===== src/common/seq_xfer_pkg.sv =====
package seq_xfer_pkg;
	// Register offsets
	localparam logic [7:0] ADDR_SEQ = 8'h00;
	localparam logic [7:0] ADDR_XA = 8'h01;
	localparam logic [7:0] ADDR_XB = 8'h02;
	// sequence_control fields
	localparam int SEQ_TROLE = 7;
	localparam int SEQ_SELO = 6;
	localparam int SEQ_SELI = 5;
	localparam int SEQ_RSELI = 4;
	localparam int SEQ_AAO = 3;
	localparam int SEQ_AAI = 2;
	localparam int SEQ_AAP = 1;
	localparam int SEQ_RSTO = 0;
	// transfer_control_a fields
	localparam int XA_FON = 7;
	localparam int XA_FEXP = 6;
	localparam int XA_CLRCNT = 4;
	localparam int XA_PIO = 3;
	localparam int XA_CFG = 2;
	localparam int XA_CLRCHN = 1;
	localparam logic [7:0] XA_STORE_MASK = 8'hcc;
	// transfer_control_b fields
	localparam int XB_PCHK = 5;
	localparam int XB_TSEL_HI = 4;
	localparam int XB_TSEL_LO = 3;
	localparam int XB_TMR = 2;
	// Reset values
	localparam logic [7:0] SEQ_RESET = 8'h00;
	localparam logic [7:0] XA_RESET = 8'h00;
	localparam logic [7:0] XB_RESET = 8'h00;
	// Timing, in picoseconds
	localparam int CLK_PS = 25000;
	localparam int FILT_FAST_MAX_PS = 25000;
	localparam int FILT_SLOW_MAX_PS = 62500;
	localparam int FILT_EXP_MAX_PS = 75000;
	localparam logic [1:0] FILT_FAST_CYC = 2'(FILT_FAST_MAX_PS / CLK_PS);
	localparam logic [1:0] FILT_SLOW_CYC = 2'(FILT_SLOW_MAX_PS / CLK_PS);
	localparam logic [1:0] FILT_EXP_CYC = 2'(FILT_EXP_MAX_PS / CLK_PS);
	// Shortest selection timeout in ms, and its cycle count at 40 MHz
	localparam int SEL_TO_MIN_MS = 32;
	localparam int SEL_TO_MIN_CYC = SEL_TO_MIN_MS * 40000;
	localparam int SYNC_W = 7;

	typedef struct packed {
		logic bsy;
		logic sel;
		logic atn;
		logic rst;
	} bus_out_t;

	typedef struct packed {
		logic sel_in_progress;
		logic sel_done;
		logic sel_timeout;
		logic selected_in;
		logic target_role;
	} status_t;

	typedef enum logic [2:0] {
		SO_IDLE = 3'b000,
		SO_ARB = 3'b001,
		SO_SEL = 3'b011,
		SO_DONE = 3'b010,
		SO_TMO = 3'b110
	} sel_state_t;
endpackage


===== src/core/seq_xfer_ctl.sv =====
`timescale 1ns/1ps
`default_nettype none
module seq_xfer_ctl #(
	parameter int ARB_CYCLES = 96,
	parameter int SEL_TO_BASE = seq_xfer_pkg::SEL_TO_MIN_CYC
) (
	input wire logic i_ref_clk,
	input wire logic i_rst,
	input wire logic i_ce,
	input wire logic i_reg_wr,
	input wire logic i_reg_rd,
	input wire logic [7:0] i_reg_addr,
	input wire logic [7:0] i_reg_wdata,
	output logic [7:0] o_reg_rdata,
	input wire logic i_latch_wr,
	input wire logic i_latch_rd,
	output logic [7:0] o_latch_data,
	input wire logic i_clear_attention,
	input wire seq_xfer_pkg::status_t i_status_clear,
	input wire logic i_rate_slow,
	input wire logic i_bus_dma_enable,
	input wire logic i_bus_transfer_enable,
	input wire logic i_parity_err,
	input wire logic i_phase_in,
	input wire seq_xfer_pkg::bus_out_t i_direct,
	input wire logic i_bus_bsy,
	input wire logic i_bus_sel,
	input wire logic i_bus_req,
	input wire logic i_bus_ack,
	input wire logic i_bus_rst,
	input wire logic i_sel_valid,
	input wire logic i_resel_valid,
	output seq_xfer_pkg::bus_out_t o_bus,
	output logic o_req_filt,
	output logic o_ack_filt,
	output seq_xfer_pkg::status_t o_status,
	output logic o_pio_start,
	output logic o_clear_count,
	output logic o_clear_channel,
	output logic o_event_timer_en
);
	logic [7:0] sequence_control;
	logic [7:0] transfer_control_a;
	logic [7:0] transfer_control_b;
	logic [seq_xfer_pkg::SYNC_W-1:0] s1, s2, s3, lvl, lvl_d;
	logic bsy_l, sel_l, req_l, ack_l, brst_l;
	logic sel_rise, resel_rise, brst_rise, bus_free;
	seq_xfer_pkg::sel_state_t state;
	logic [23:0] tmr;
	logic [23:0] to_limit;
	logic [7:0] arb_cnt;
	logic atn_auto;
	logic tmo_rst;
	logic [1:0] flen;
	logic [1:0] fcnt [2];
	logic [1:0] fin, fout;
	logic wr_seq, wr_xa, wr_xb;
	logic pio_ok;

	assign wr_seq = i_ce && i_reg_wr && (i_reg_addr == seq_xfer_pkg::ADDR_SEQ);
	assign wr_xa = i_ce && i_reg_wr && (i_reg_addr == seq_xfer_pkg::ADDR_XA);
	assign wr_xb = i_ce && i_reg_wr && (i_reg_addr == seq_xfer_pkg::ADDR_XB);

	// Three-stage synchroniser; a level counts once stages two and three agree
	always_ff @(posedge i_ref_clk or posedge i_rst) begin
		if (i_rst) begin
			s1 <= '0;
			s2 <= '0;
			s3 <= '0;
			lvl <= '0;
			lvl_d <= '0;
		end else if (i_ce) begin
			s1 <= {i_resel_valid, i_sel_valid, i_bus_rst, i_bus_ack, i_bus_req, i_bus_sel, i_bus_bsy};
			s2 <= s1;
			s3 <= s2;
			lvl <= (s2 & s3) | (lvl & (s2 | s3));
			lvl_d <= lvl;
		end
	end

	assign bsy_l = lvl[0];
	assign sel_l = lvl[1];
	assign req_l = lvl[2];
	assign ack_l = lvl[3];
	assign brst_l = lvl[4];
	assign sel_rise = lvl[5] & ~lvl_d[5];
	assign resel_rise = lvl[6] & ~lvl_d[6];
	assign brst_rise = brst_l & ~lvl_d[4];
	assign bus_free = ~bsy_l & ~sel_l;

	// Sequence control register; bus reset spares only the reset-out bit
	always_ff @(posedge i_ref_clk or posedge i_rst) begin
		if (i_rst) begin
			sequence_control <= seq_xfer_pkg::SEQ_RESET;
		end else if (i_ce) begin
			if (brst_l) begin
				sequence_control <= {7'h00, sequence_control[seq_xfer_pkg::SEQ_RSTO]};
			end else if (wr_seq) begin
				sequence_control <= i_reg_wdata;
			end
		end
	end

	// Transfer control registers; one-shot bits are never stored
	always_ff @(posedge i_ref_clk or posedge i_rst) begin
		if (i_rst) begin
			transfer_control_a <= seq_xfer_pkg::XA_RESET;
			transfer_control_b <= seq_xfer_pkg::XB_RESET;
		end else if (i_ce) begin
			if (wr_xa) begin
				transfer_control_a <= i_reg_wdata & seq_xfer_pkg::XA_STORE_MASK;
			end
			if (wr_xb) begin
				transfer_control_b <= i_reg_wdata;
			end
		end
	end

	// One-cycle strobes for counter and channel clears
	always_ff @(posedge i_ref_clk or posedge i_rst) begin
		if (i_rst) begin
			o_clear_count <= 1'b0;
			o_clear_channel <= 1'b0;
		end else if (i_ce) begin
			o_clear_count <= wr_xa && i_reg_wdata[seq_xfer_pkg::XA_CLRCNT];
			o_clear_channel <= wr_xa && i_reg_wdata[seq_xfer_pkg::XA_CLRCHN];
		end
	end

	// Register read port
	always_ff @(posedge i_ref_clk or posedge i_rst) begin
		if (i_rst) begin
			o_reg_rdata <= 8'h00;
		end else if (i_ce && i_reg_rd) begin
			case (i_reg_addr)
				seq_xfer_pkg::ADDR_SEQ: o_reg_rdata <= sequence_control;
				seq_xfer_pkg::ADDR_XA: o_reg_rdata <= transfer_control_a;
				seq_xfer_pkg::ADDR_XB: o_reg_rdata <= transfer_control_b;
				default: o_reg_rdata <= 8'h00;
			endcase
		end
	end

	// Selection timeout limit from the select field
	always_comb begin
		case (transfer_control_b[seq_xfer_pkg::XB_TSEL_HI:seq_xfer_pkg::XB_TSEL_LO])
			2'b00: to_limit = 24'(SEL_TO_BASE * 8);
			2'b01: to_limit = 24'(SEL_TO_BASE * 4);
			2'b10: to_limit = 24'(SEL_TO_BASE * 2);
			default: to_limit = 24'(SEL_TO_BASE);
		endcase
	end

	// Outbound selection and reselection sequencer
	always_ff @(posedge i_ref_clk or posedge i_rst) begin
		if (i_rst) begin
			state <= seq_xfer_pkg::SO_IDLE;
			tmr <= 24'h000000;
			arb_cnt <= 8'h00;
		end else if (i_ce) begin
			if (!sequence_control[seq_xfer_pkg::SEQ_SELO]) begin
				state <= seq_xfer_pkg::SO_IDLE;
				tmr <= 24'h000000;
				arb_cnt <= 8'h00;
			end else begin
				case (state)
					seq_xfer_pkg::SO_IDLE: begin
						if (bus_free) begin
							state <= seq_xfer_pkg::SO_ARB;
						end
					end
					seq_xfer_pkg::SO_ARB: begin
						arb_cnt <= arb_cnt + 8'h01;
						if (arb_cnt == 8'(ARB_CYCLES - 1)) begin
							state <= seq_xfer_pkg::SO_SEL;
							tmr <= 24'h000000;
						end
					end
					seq_xfer_pkg::SO_SEL: begin
						if (bsy_l) begin
							state <= seq_xfer_pkg::SO_DONE;
						end else if (transfer_control_b[seq_xfer_pkg::XB_TMR]) begin
							tmr <= tmr + 24'h000001;
							if (tmr == to_limit - 24'h000001) begin
								state <= seq_xfer_pkg::SO_TMO;
							end
						end
					end
					seq_xfer_pkg::SO_DONE: state <= seq_xfer_pkg::SO_DONE;
					seq_xfer_pkg::SO_TMO: state <= seq_xfer_pkg::SO_TMO;
					default: state <= seq_xfer_pkg::SO_IDLE;
				endcase
			end
		end
	end

	// Status flags; a set in the cycle of a clear wins
	always_ff @(posedge i_ref_clk or posedge i_rst) begin
		if (i_rst) begin
			o_status <= '0;
		end else if (i_ce) begin
			o_status.sel_in_progress <= (state == seq_xfer_pkg::SO_SEL) && !bsy_l;
			if (state == seq_xfer_pkg::SO_SEL && bsy_l) begin
				o_status.sel_done <= 1'b1;
			end else if (i_status_clear.sel_done) begin
				o_status.sel_done <= 1'b0;
			end
			if (state == seq_xfer_pkg::SO_SEL && !bsy_l && transfer_control_b[seq_xfer_pkg::XB_TMR]
				&& tmr == to_limit - 24'h000001) begin
				o_status.sel_timeout <= 1'b1;
			end else if (i_status_clear.sel_timeout) begin
				o_status.sel_timeout <= 1'b0;
			end
			if ((sel_rise && sequence_control[seq_xfer_pkg::SEQ_SELI])
				|| (resel_rise && sequence_control[seq_xfer_pkg::SEQ_RSELI])) begin
				o_status.selected_in <= 1'b1;
			end else if (i_status_clear.selected_in) begin
				o_status.selected_in <= 1'b0;
			end
			if (sel_rise && sequence_control[seq_xfer_pkg::SEQ_SELI]) begin
				o_status.target_role <= 1'b1;
			end else if (resel_rise && sequence_control[seq_xfer_pkg::SEQ_RSELI]) begin
				o_status.target_role <= 1'b0;
			end else if (state == seq_xfer_pkg::SO_SEL && bsy_l) begin
				o_status.target_role <= sequence_control[seq_xfer_pkg::SEQ_TROLE];
			end else if (i_status_clear.target_role) begin
				o_status.target_role <= 1'b0;
			end
		end
	end

	// Auto attention, held until clear-attention or bus free outside arbitration
	always_ff @(posedge i_ref_clk or posedge i_rst) begin
		if (i_rst) begin
			atn_auto <= 1'b0;
		end else if (i_ce) begin
			if ((state == seq_xfer_pkg::SO_SEL && sequence_control[seq_xfer_pkg::SEQ_AAO]
				&& !sequence_control[seq_xfer_pkg::SEQ_TROLE])
				|| (resel_rise && sequence_control[seq_xfer_pkg::SEQ_RSELI]
				&& sequence_control[seq_xfer_pkg::SEQ_AAI])
				|| (i_parity_err && i_phase_in && !o_status.target_role
				&& sequence_control[seq_xfer_pkg::SEQ_AAP]
				&& transfer_control_b[seq_xfer_pkg::XB_PCHK])) begin
				atn_auto <= 1'b1;
			end else if (i_clear_attention || (bus_free && state != seq_xfer_pkg::SO_ARB)) begin
				atn_auto <= 1'b0;
			end
		end
	end

	// Bus reset after a selection timeout, unless auto-config is on
	always_ff @(posedge i_ref_clk or posedge i_rst) begin
		if (i_rst) begin
			tmo_rst <= 1'b0;
		end else if (i_ce) begin
			tmo_rst <= (state == seq_xfer_pkg::SO_TMO) && !transfer_control_a[seq_xfer_pkg::XA_CFG];
		end
	end

	// Bus outputs; auto-config hands BSY and SEL to software, ATN and RST also take auto attention and reset-out
	always_ff @(posedge i_ref_clk or posedge i_rst) begin
		if (i_rst) begin
			o_bus <= '0;
			o_event_timer_en <= 1'b0;
		end else if (i_ce) begin
			o_event_timer_en <= transfer_control_a[seq_xfer_pkg::XA_CFG];
			if (transfer_control_a[seq_xfer_pkg::XA_CFG]) begin
				o_bus.bsy <= i_direct.bsy;
				o_bus.sel <= i_direct.sel;
				o_bus.atn <= i_direct.atn | atn_auto;
				o_bus.rst <= i_direct.rst | sequence_control[seq_xfer_pkg::SEQ_RSTO];
			end else begin
				o_bus.bsy <= (state == seq_xfer_pkg::SO_ARB);
				o_bus.sel <= (state == seq_xfer_pkg::SO_SEL);
				o_bus.atn <= atn_auto;
				o_bus.rst <= sequence_control[seq_xfer_pkg::SEQ_RSTO] | tmo_rst;
			end
		end
	end

	// REQ/ACK filter length by rate and expand bit
	always_comb begin
		if (!i_rate_slow) begin
			flen = seq_xfer_pkg::FILT_FAST_CYC;
		end else if (transfer_control_a[seq_xfer_pkg::XA_FEXP]) begin
			flen = seq_xfer_pkg::FILT_EXP_CYC;
		end else begin
			flen = seq_xfer_pkg::FILT_SLOW_CYC;
		end
	end

	assign fin = {ack_l, req_l};

	// Change passes once the new level has held for the filter length
	always_ff @(posedge i_ref_clk or posedge i_rst) begin
		if (i_rst) begin
			fout <= 2'b00;
			fcnt[0] <= 2'b00;
			fcnt[1] <= 2'b00;
		end else if (i_ce) begin
			for (int i = 0; i < 2; i++) begin
				if (!transfer_control_a[seq_xfer_pkg::XA_FON]) begin
					fout[i] <= fin[i];
					fcnt[i] <= 2'b00;
				end else if (fin[i] != fout[i]) begin
					if (fcnt[i] + 2'b01 >= flen) begin
						fout[i] <= fin[i];
						fcnt[i] <= 2'b00;
					end else begin
						fcnt[i] <= fcnt[i] + 2'b01;
					end
				end else begin
					fcnt[i] <= 2'b00;
				end
			end
		end
	end

	assign o_req_filt = fout[0];
	assign o_ack_filt = fout[1];

	// PIO only when neither DMA path owns the bus
	assign pio_ok = transfer_control_a[seq_xfer_pkg::XA_PIO] && !i_bus_dma_enable
		&& !i_bus_transfer_enable;

	// Data latch and PIO trigger; clear-channel drops a pending trigger
	always_ff @(posedge i_ref_clk or posedge i_rst) begin
		if (i_rst) begin
			o_latch_data <= 8'h00;
			o_pio_start <= 1'b0;
		end else if (i_ce) begin
			if (i_latch_wr) begin
				o_latch_data <= i_reg_wdata;
			end
			o_pio_start <= pio_ok && (i_latch_wr || i_latch_rd) && !o_clear_channel;
		end
	end
endmodule
`default_nettype wire


===== config.mk =====
export PLATFORM = sky130hd
export DESIGN_NAME = seq_xfer_ctl
export DESIGN_NICKNAME = d
export VERILOG_FILES = /design/src/common/seq_xfer_pkg.sv /design/src/core/seq_xfer_ctl.sv
export SDC_FILE = /design/constraint.sdc
export NUM_CORES = 1
export LEC_CHECK = 0
export BUFFER_PORTS_ARGS = -buffer_cell sky130_fd_sc_hd__clkbuf_2
export CAP_MARGIN = 20
export CORE_MARGIN = 10
export CORE_UTILIZATION = 40
export CTS_CLUSTER_SIZE = 10
export DETAILED_ROUTE_END_ITERATION = 12
export GPL_TIMING_DRIVEN = 0
export HOLD_SLACK_MARGIN = 0.02
export MAX_ROUTING_LAYER = met4
export PLACE_DENSITY = 0.66
export SYNTH_ARGS = -nofsm -noshare
export SYNTH_HDL_FRONTEND = slang
export SYNTH_SLANG_ARGS = --single-unit

===== constraint.sdc =====
create_clock -name i_ref_clk -period 9.7 [get_ports i_ref_clk]
set_input_delay 0.485 -clock i_ref_clk [delete_from_list [all_inputs] [get_ports i_ref_clk]]
set_output_delay 0.485 -clock i_ref_clk [all_outputs]
set_load 0.03 [all_outputs]

==> Flow_metrics.wiki, run 1 <==
{| class="wikitable"
! Metric !! Value
|-
| Run status || complete, no violations
|-
| DP Wirelength || approximately 11 mm
|-
| Sequential cell area || 0.00305 mm^2
|-
| Clock Pin Slew Worst Setup and Hold Paths || 0.05 ns
|-
| First-pass GRT wire length || 26.2 mm
|-
| Pins Over Slew Limit || 0
|-
| Final worst path period share || about a quarter
|-
| Placed Instance Area || slightly below 0.007 mm^2
|-
| Via density per instance || ~5.6
|-
| Endpoints failing hold || 0
|-
| Setup repair after global routing missed its margin || false
|-
| TritonRoute pass-1 iters || 5
|-
| Critical Path Start Type || register
|-
| Final critical path time including I/O delays and setup || approximately 2.5 ns
|-
| Global route total overflow || 0
|-
| Post-layout nets || ~740
|-
| Max-capacitance violation count || 0
|-
| Worst-path maximum fanout || 7
|-
| Net Count, Synth || 646
|-
| Crit. End Element || register
|-
| Largest net degree at the start of global routing || 74
|-
| Area leader, netlist || sky130_fd_sc_hd__dfrtp_1
|-
| Die W || approximately 140 um
|-
| Share of the synthesized area in the top cell type || 50.0%
|-
| Switching Power || around 0.36 mW
|-
| Primary FF master, synth || sky130_fd_sc_hd__dfrtp_1
|-
| IO Port Bufs || 73
|-
| Switching Share || between 20% and 30%
|-
| Share of the core filled with cells in the final layout || about half
|-
| 1st-iter DRT viols || slightly below 600
|-
| Critical path type || register to register
|-
| Reported leakage power || roughly 3.4 nW
|-
| Share of total power in combinational logic || a little under an eighth
|-
| Post-synthesis average cell area || 10.4 um^2
|-
| Average detailed-routed wire length per instance || between 15 and 20 um
|-
| Number of antenna repair diodes || 0
|-
| Fin area || about 0.0073 mm^2
|-
| Remaining routing DRC violations || 0
|-
| Synthesized flop and latch total || between 100 and 150
|-
| DIE HEIGHT || between 100 and 150 um
|-
| Ratio of total power to cell area || between 150 and 200 mW/mm^2
|-
| Internal Pwr Total || roughly 1.0 mW
|-
| Number of buffers added to fix hold violations after cts || 0
|-
| Max-Slew Margin vs Limit || approximately 55%
|-
| CP required || 10.00 ns
|-
| Slack of the worst reg-to-reg path || 7.22 ns
|-
| Sequential share of power || between 40% and 50%
|-
| Clock latency at the later pin of the worst-skew pair || 0.42 ns
|-
| Setup-failing EPs final || 0
|-
| Total number of placement rows || 45
|-
| Combined area of the multi-input logic cells || 0.00281 mm^2
|-
| Core area || approximately 0.015 mm^2
|-
| Number of buffers added by the clock tree synthesis step || 17
|-
| Clock root cell || sky130_fd_sc_hd__clkbuf_16
|-
| Clock sink count || 122
|-
| Number of top-level pins || 76
|-
| Number of flops mapped to enable cells by yosys || 0
|-
| Start point of the critical path || transfer_control_b[3]
|-
| GR Util All Layers || approximately 16%
|-
| Maximum operating frequency || around 0.40 GHz
|-
| Yosys warnings || 0
|-
| Fraction of power consumed by the clock network || a little under half
|-
| Worst hold path class || input port to async pin
|-
| Source of the worst register-to-register timing path || transfer_control_b[3]
|-
| Maximum vdd ir drop || 0.120 mV
|-
| Share of async-settable or async-resettable flops after synthesis || between 90% and 100%
|-
| Total number of vias || 4954
|-
| Post-Route Skew || 0.00759 ns
|-
| Final sum of negative setup slack || 0 ns
|-
| Count of cell types in the netlist || 63
|-
| Area added between synthesis and finish || 20.3%
|-
| Total standard cell area after synthesis || ~0.0061 mm^2
|-
| Worst endpoint data arrival time || 2.78 ns
|-
| Number of instances in the synthesized netlist || slightly below 600
|-
| Top area cells in the synthesized netlist || sky130_fd_sc_hd__dfrtp_1, sky130_fd_sc_hd__mux2_2, sky130_fd_sc_hd__o21ai_0
|-
| Worst-Margin Slew || 0.678 ns
|-
| Number of global-route vias before repair || ~5.0k
|-
| Layout cells sized above 1 || approximately 25%
|-
| Number of buffers between clock root and the deepest sink || 2
|-
| Worst hold slack || around 0.096 ns
|-
| Post-Place Setup Slack || 7.25 ns
|-
| Die ar. || a little over 0.02 mm^2
|-
| Number of nets with antenna violations after detailed routing || 0
|-
| Critical R2R Capture || state[2]
|-
| Post-CTS sizing || 0
|-
| Fillers || about 1.4k
|-
| Worst-case reg-to-reg path depth || 9
|-
| Starting utilization of the core area || 40.4%
|-
| Share of the yosys chip area belonging to registers || 50.0%
|-
| Total setup buffers inserted after CTS || 0
|-
| TritonCTS clock tree || built
|-
| Initial antenna violation count || 0
|-
| Worst Slack Setup Final || 7.22 ns
|-
| H-Tree Level Count || 4
|-
| Wire length reported by the detailed router || ~16 mm
|-
| Routability congestion estimate || between 0.8 and 0.9
|}
[area by class of cell]
cell class / count / area share [%]
tap: 188 / 3.21
sequential: 122 / 41.6
buffer: 31 / 1.91
inverter: 27 / 1.45
clock inverter: 10 / 1.94
multi-input combinational: 406 / 38.3
clock buffer: 21 / 6.28
timing repair buffer: 74 / 5.35
[registers in the layout, indices dropped and copies added, names as in the netlist, 3 cells and up]
| name | count |
|---|---|
| s3 | 7 |
| arb_cnt | 8 |
| s1 | 7 |
| o_bus | 4 |
| transfer_control_b | 8 |
| s2 | 7 |
| fcnt | 4 |
| transfer_control_a | 4 |
| tmr | 24 |
| sequence_control | 8 |
| o_latch_data | 8 |
| o_reg_rdata | 8 |
| lvl | 7 |
| o_status | 5 |
| state | 3 |
[cells by family after synthesis]
group           share of synthesized area [%]
xor+xnor                                 2.30
buf+inv                                  3.96
simple gates                             15.2
flops                                    50.0
compound gates                           15.9
fa+ha+maj                                3.08
mux                                      9.58
[worst max path at each step]
stage / endpoint / slack, ns
final: state[2] / 7.22
after global routing: state[2] / 7.03
after CTS: state[2] / 7.20
after detailed placement: state[2] / 7.25
after global placement: s1[3] / 4.63
after floorplan: arb_cnt[0] / 5.97
[routing by layer]
metal  vias to the layer above  part of all wire [%]  track usage [%]
met5                         -                     0                -
met4                         0                   1.4             5.48
met3                        20                   4.4             3.60
met2                       141                    49             25.9
met1                      2482                    45             20.4
li1                       2311                     -                -
[placed cells by master, fill, tap and decap left out, types with 10 or more instances in the layout]
cell type and n:
sky130_fd_sc_hd__nand3_1 19, sky130_fd_sc_hd__a22o_1 20, sky130_fd_sc_hd__xor2_1 11, sky130_fd_sc_hd__nand4_1 16, sky130_fd_sc_hd__nor2_1 28, sky130_fd_sc_hd__clkbuf_1 17
sky130_fd_sc_hd__nand2_1 47, sky130_fd_sc_hd__a21oi_1 27, sky130_fd_sc_hd__ha_1 15, sky130_fd_sc_hd__inv_1 26, sky130_fd_sc_hd__o21ai_0 72, sky130_fd_sc_hd__dfrtp_1 122
sky130_fd_sc_hd__mux2i_1 10, sky130_fd_sc_hd__clkbuf_16 17, sky130_fd_sc_hd__mux2_2 42, sky130_fd_sc_hd__clkbuf_2 74
[cells in the mapped netlist (6+ instances only)]
master and number:
sky130_fd_sc_hd__a21oi_1 27, sky130_fd_sc_hd__dfrtp_1 122, sky130_fd_sc_hd__buf_2 6, sky130_fd_sc_hd__o21ai_0 72
sky130_fd_sc_hd__clkbuf_1 15, sky130_fd_sc_hd__nand3_1 19, sky130_fd_sc_hd__inv_1 27, sky130_fd_sc_hd__and3_1 7
sky130_fd_sc_hd__nor2b_1 6, sky130_fd_sc_hd__ha_1 15, sky130_fd_sc_hd__nor2_1 28, sky130_fd_sc_hd__mux2i_1 10
sky130_fd_sc_hd__nand4_1 16, sky130_fd_sc_hd__nand2_1 47, sky130_fd_sc_hd__mux2_2 42, sky130_fd_sc_hd__nor3_1 6
sky130_fd_sc_hd__buf_1 6, sky130_fd_sc_hd__xor2_1 11, sky130_fd_sc_hd__a31oi_1 7, sky130_fd_sc_hd__a22o_1 20
[per-stage QoR]
| step | total power, mW | std cells |
|---|---|---|
| after floorplan | 0.692 | 586 |
| after global routing | 1.44 | 879 |
| final | 1.39 | 879 |
| after CTS | 1.40 | 879 |
| after global placement | 0.744 | 847 |
| after detailed placement | 0.753 | 848 |
[critical path, cell delays in order (launching register included)]
cell and delay (ns):
sky130_fd_sc_hd__dfrtp_1 0.45, sky130_fd_sc_hd__inv_1 0.17, sky130_fd_sc_hd__ha_1 0.19, sky130_fd_sc_hd__inv_1 0.05
sky130_fd_sc_hd__ha_1 0.27, sky130_fd_sc_hd__xor2_1 0.14, sky130_fd_sc_hd__nand4_1 0.10, sky130_fd_sc_hd__a2111oi_1 0.36
sky130_fd_sc_hd__o2111ai_1 0.26, sky130_fd_sc_hd__o41ai_1 0.37
[power groups by stage]
stage                     logic (mW)  registers, mW  clock network, mW
after floorplan               0.0870          0.605                  0
after global placement         0.152          0.592                  0
after detailed placement       0.159          0.594                  0
after CTS                      0.160          0.586              0.650
after global routing           0.178          0.592              0.675
final                          0.159          0.586              0.642
Note: power is estimated with default switching activity, not from simulation.
==> inputs of run 2 (changes only) <==
PLACE_DENSITY = 0.68   (was 0.66)
clock period = 2.05 ns   (was 9.7 ns; I/O delays follow)
==> Flow_metrics.wiki, run 2 (synthesis results as in run 1) <==
{| class="wikitable"
! Metric !! Value
|-
| Max-Slew Margin vs Limit || 54.0% (-0.83 points)
|-
| First-pass GRT wire length || 27.3 mm (+4.1%)
|-
| Number of top-level pins || 76 (unchanged)
|-
| Clock latency at the later pin of the worst-skew pair || 0.42 ns (about the same)
|-
| Max-capacitance violation count || 0 (unchanged)
|-
| Maximum operating frequency || 0.480 GHz (+19%)
|-
| Internal Pwr Total || 4.70 mW (+360%)
|-
| Start point of the critical path || transfer_control_b[3]
|-
| Via density per instance || 5.68 (+0.72%)
|-
| Worst hold path class || input port to register
|-
| IO Port Bufs || 73 (unchanged)
|-
| Total number of vias || 5194 (+4.8%)
|-
| Switching Share || 27.1% (+1.1 points)
|-
| Wire length reported by the detailed router || 16.6 mm (+5.3%)
|-
| GR Util All Layers || 17.2% (+0.83 points)
|-
| Number of nets with antenna violations after detailed routing || 0 (unchanged)
|-
| Failing checks || setup timing
|-
| Commonest non-fill, non-tap cell in the layout || sky130_fd_sc_hd__dfrtp_1
|-
| Worst-case reg-to-reg path depth || 8 (-1)
|-
| Critical path's slowest cell || sky130_fd_sc_hd__dfrtp_2
|-
| Critical R2R Capture || state[2]
|-
| Fillers || 1318 (-3.6%)
|-
| Post-Route Skew || 0.00607 ns (-0.00152 ns)
|-
| H-Tree Level Count || 4 (unchanged)
|-
| Clock root cell || sky130_fd_sc_hd__clkbuf_16
|-
| Source of the worst register-to-register timing path || transfer_control_b[3]
|-
| DIE HEIGHT || 144 um (unchanged)
|-
| Setup-failing EPs final || 2 (+2)
|-
| Sequential share of power || 43.0% (+0.7 points)
|-
| Final worst path period share || 102% (+76 points)
|-
| Post-layout nets || 773 (+4.6%)
|-
| Area added between synthesis and finish || 26.4%
|-
| Die ar. || 0.0206 mm^2 (unchanged)
|-
| Worst Slack Setup Final || -0.0324 ns (-7.25 ns)
|-
| Destination of the critical timing path || state[2]
|-
| Crit. End Element || register
|-
| Number of cells after detailed placement || 850 (+0.24%)
|-
| Largest stage delay on the critical path || 0.41 ns (-0.04 ns)
|-
| Combined area of the multi-input logic cells || 0.00289 mm^2 (+2.9%)
|-
| Fraction of power consumed by the clock network || 44.5% (-1.8 points)
|-
| Maximum vdd ir drop || 0.808 mV (+570%)
|-
| Die W || 144 um (unchanged)
|-
| Worst endpoint data arrival time || 2.40 ns (-0.38 ns)
|-
| Final critical path time including I/O delays and setup || 2.08 ns (-0.397 ns)
|-
| Average detailed-routed wire length per instance || 18.1 um (+1.2%)
|-
| Total number of placement rows || 45 (unchanged)
|-
| Flip-flop count of the largest register after layout || 24 (unchanged)
|-
| Critical path type || register to register
|-
| Initial antenna violation count || 1 (+1)
|-
| Sequential cell area || 0.00306 mm^2 (about the same)
|-
| Critical Path Start Type || register
|-
| Number of global-route vias before repair || 5329 (+6.2%)
|-
| Reported leakage power || 3.53 nW (+4.9%)
|-
| Clock Pin Slew Worst Setup and Hold Paths || 0.06 ns (about the same)
|-
| Switching Power || 1.75 mW (+380%)
|-
| TritonCTS clock tree || built
|-
| Worst-Margin Slew || 0.691 ns (+0.0124 ns)
|-
| Share of the core filled with cells in the final layout || 51.1% (+2.5 points)
|-
| Commonest non-fill, non-tap cells in the layout || sky130_fd_sc_hd__dfrtp_1, sky130_fd_sc_hd__clkbuf_2, sky130_fd_sc_hd__o21ai_0
|-
| 1st-iter DRT viols || 436 (-25%)
|-
| Remaining routing DRC violations || 0 (unchanged)
|-
| Slack of the worst reg-to-reg path || -0.03 ns (-7.25 ns)
|-
| Setup repair after global routing missed its margin || true
|-
| Register containing the most flip-flops in the final layout || tmr
|-
| Run status || finished, violations left
|-
| Layout cells sized above 1 || 27.3% (+2.7 points)
|-
| CP required || 2.37 ns (-7.63 ns)
|-
| Final cell count without fillers || 915 (+4.1%)
|-
| Post-Place Setup Slack || -0.317 ns (-7.57 ns)
|-
| PnR Total Power || 6.45 mW (+370%)
|-
| Routability congestion estimate || 0.872 (-0.73%)
|-
| Starting utilization of the core area || 40.4% (unchanged)
|-
| Core area || 0.0151 mm^2 (unchanged)
|-
| DP Wirelength || 11.7 mm (+2.1%)
|-
| TritonRoute pass-1 iters || 5 (unchanged)
|-
| Ratio of total power to cell area || 836 mW/mm^2 (+340%)
|-
| Number of buffers added by the clock tree synthesis step || 17 (unchanged)
|-
| Endpoints failing hold || 0 (unchanged)
|-
| Clock sink count || 122 (unchanged)
|-
| Number of buffers between clock root and the deepest sink || 2 (unchanged)
|-
| Share of total power in combinational logic || 12.5% (+1.1 points)
|-
| Cell breakdown of the critical path || inv_2, buf_4, ha_2, or3b_1, a21oi_2, o21a_1, o2111ai_2, o41ai_2
|-
| Largest net degree at the start of global routing || 39 (-47%)
|-
| Worst-path maximum fanout || 4 (-3)
|-
| Global route total overflow || 0 (unchanged)
|-
| Pins Over Slew Limit || 0 (unchanged)
|}
-- run 2: cell type report --
cell class | count | share of cell area, %
diodes | 1 | 0.0324
plain buffers | 31 | 1.85
clock buffers | 20 | 5.66
clock inverters | 12 | 1.64
inverters | 27 | 1.36
multi-input cells | 406 | 37.4
flip-flops and latches | 122 | 39.6
well taps | 188 | 3.05
repair buffers | 108 | 9.38
-- run 2: metrics by stage --
step | hold slack, ns | instance area, um^2 | TNS, ns
final | 0.0280 | 7710 | -0.0409
after detailed placement | 0.215 | 6770 | -0.637
after global placement | 0.336 | 6710 | -33.15
after CTS | 0.0230 | 7660 | -0.405
after floorplan | 0.231 | 6110 | 0
after global routing | 0.0250 | 7710 | -0.460
-- run 2: critical path: cells and delay by family, from the launching register on --
family | cells | cell delay [ns]
AOI/OAI and AO/OA | 4 | 0.74
adders and majority gates | 1 | 0.21
buffers and inverters | 2 | 0.22
DFF | 1 | 0.41
and+or+nand+nor | 1 | 0.39
-- run 2: repair_timing --
| action | in CTS | in global routing |
|---|---|---|
| hold buffers | 23 | 0 |
| setup endpoints to repair | 4 | 18 |
| hold endpoints to repair | 69 | 0 |
| resized for setup | 10 | 9 |
| pin swaps | 8 | 5 |
| buffers inserted | 6 | 3 |
-- run 2: how the worst min path moves through the flow --
stage / startpoint / to / slack (ns) / cells after the start
floorplan: i_reg_wdata[1] / o_clear_channel / 0.23 / 1
CTS: i_direct[2] / o_bus[2] / 0.02 / 3
global route: i_direct[2] / o_bus[2] / 0.02 / 3
detailed placement: i_rst / s1[2] / 0.21 / 2
finish: i_direct[2] / o_bus[2] / 0.03 / 3
global placement: i_bus_rst / s1[4] / 0.34 / 2
-- run 2: metal layers --
layer	up-vias	GRT usage (%)	share of wire [%]
met2	160	27.9	50
li1	2391	-	-
met3	40	3.47	4.4
met4	0	7.58	2.5
met5	-	-	0
met1	2603	20.3	43
-- run 2: power by group through the flow --
stage	logic, mW	registers [mW]	clock network [mW]
after floorplan	0.412	2.87	0
after global placement	0.719	2.80	0
after detailed placement	0.759	2.81	0
after CTS	0.806	2.77	2.90
after global routing	0.893	2.80	3.04
final	0.805	2.77	2.87
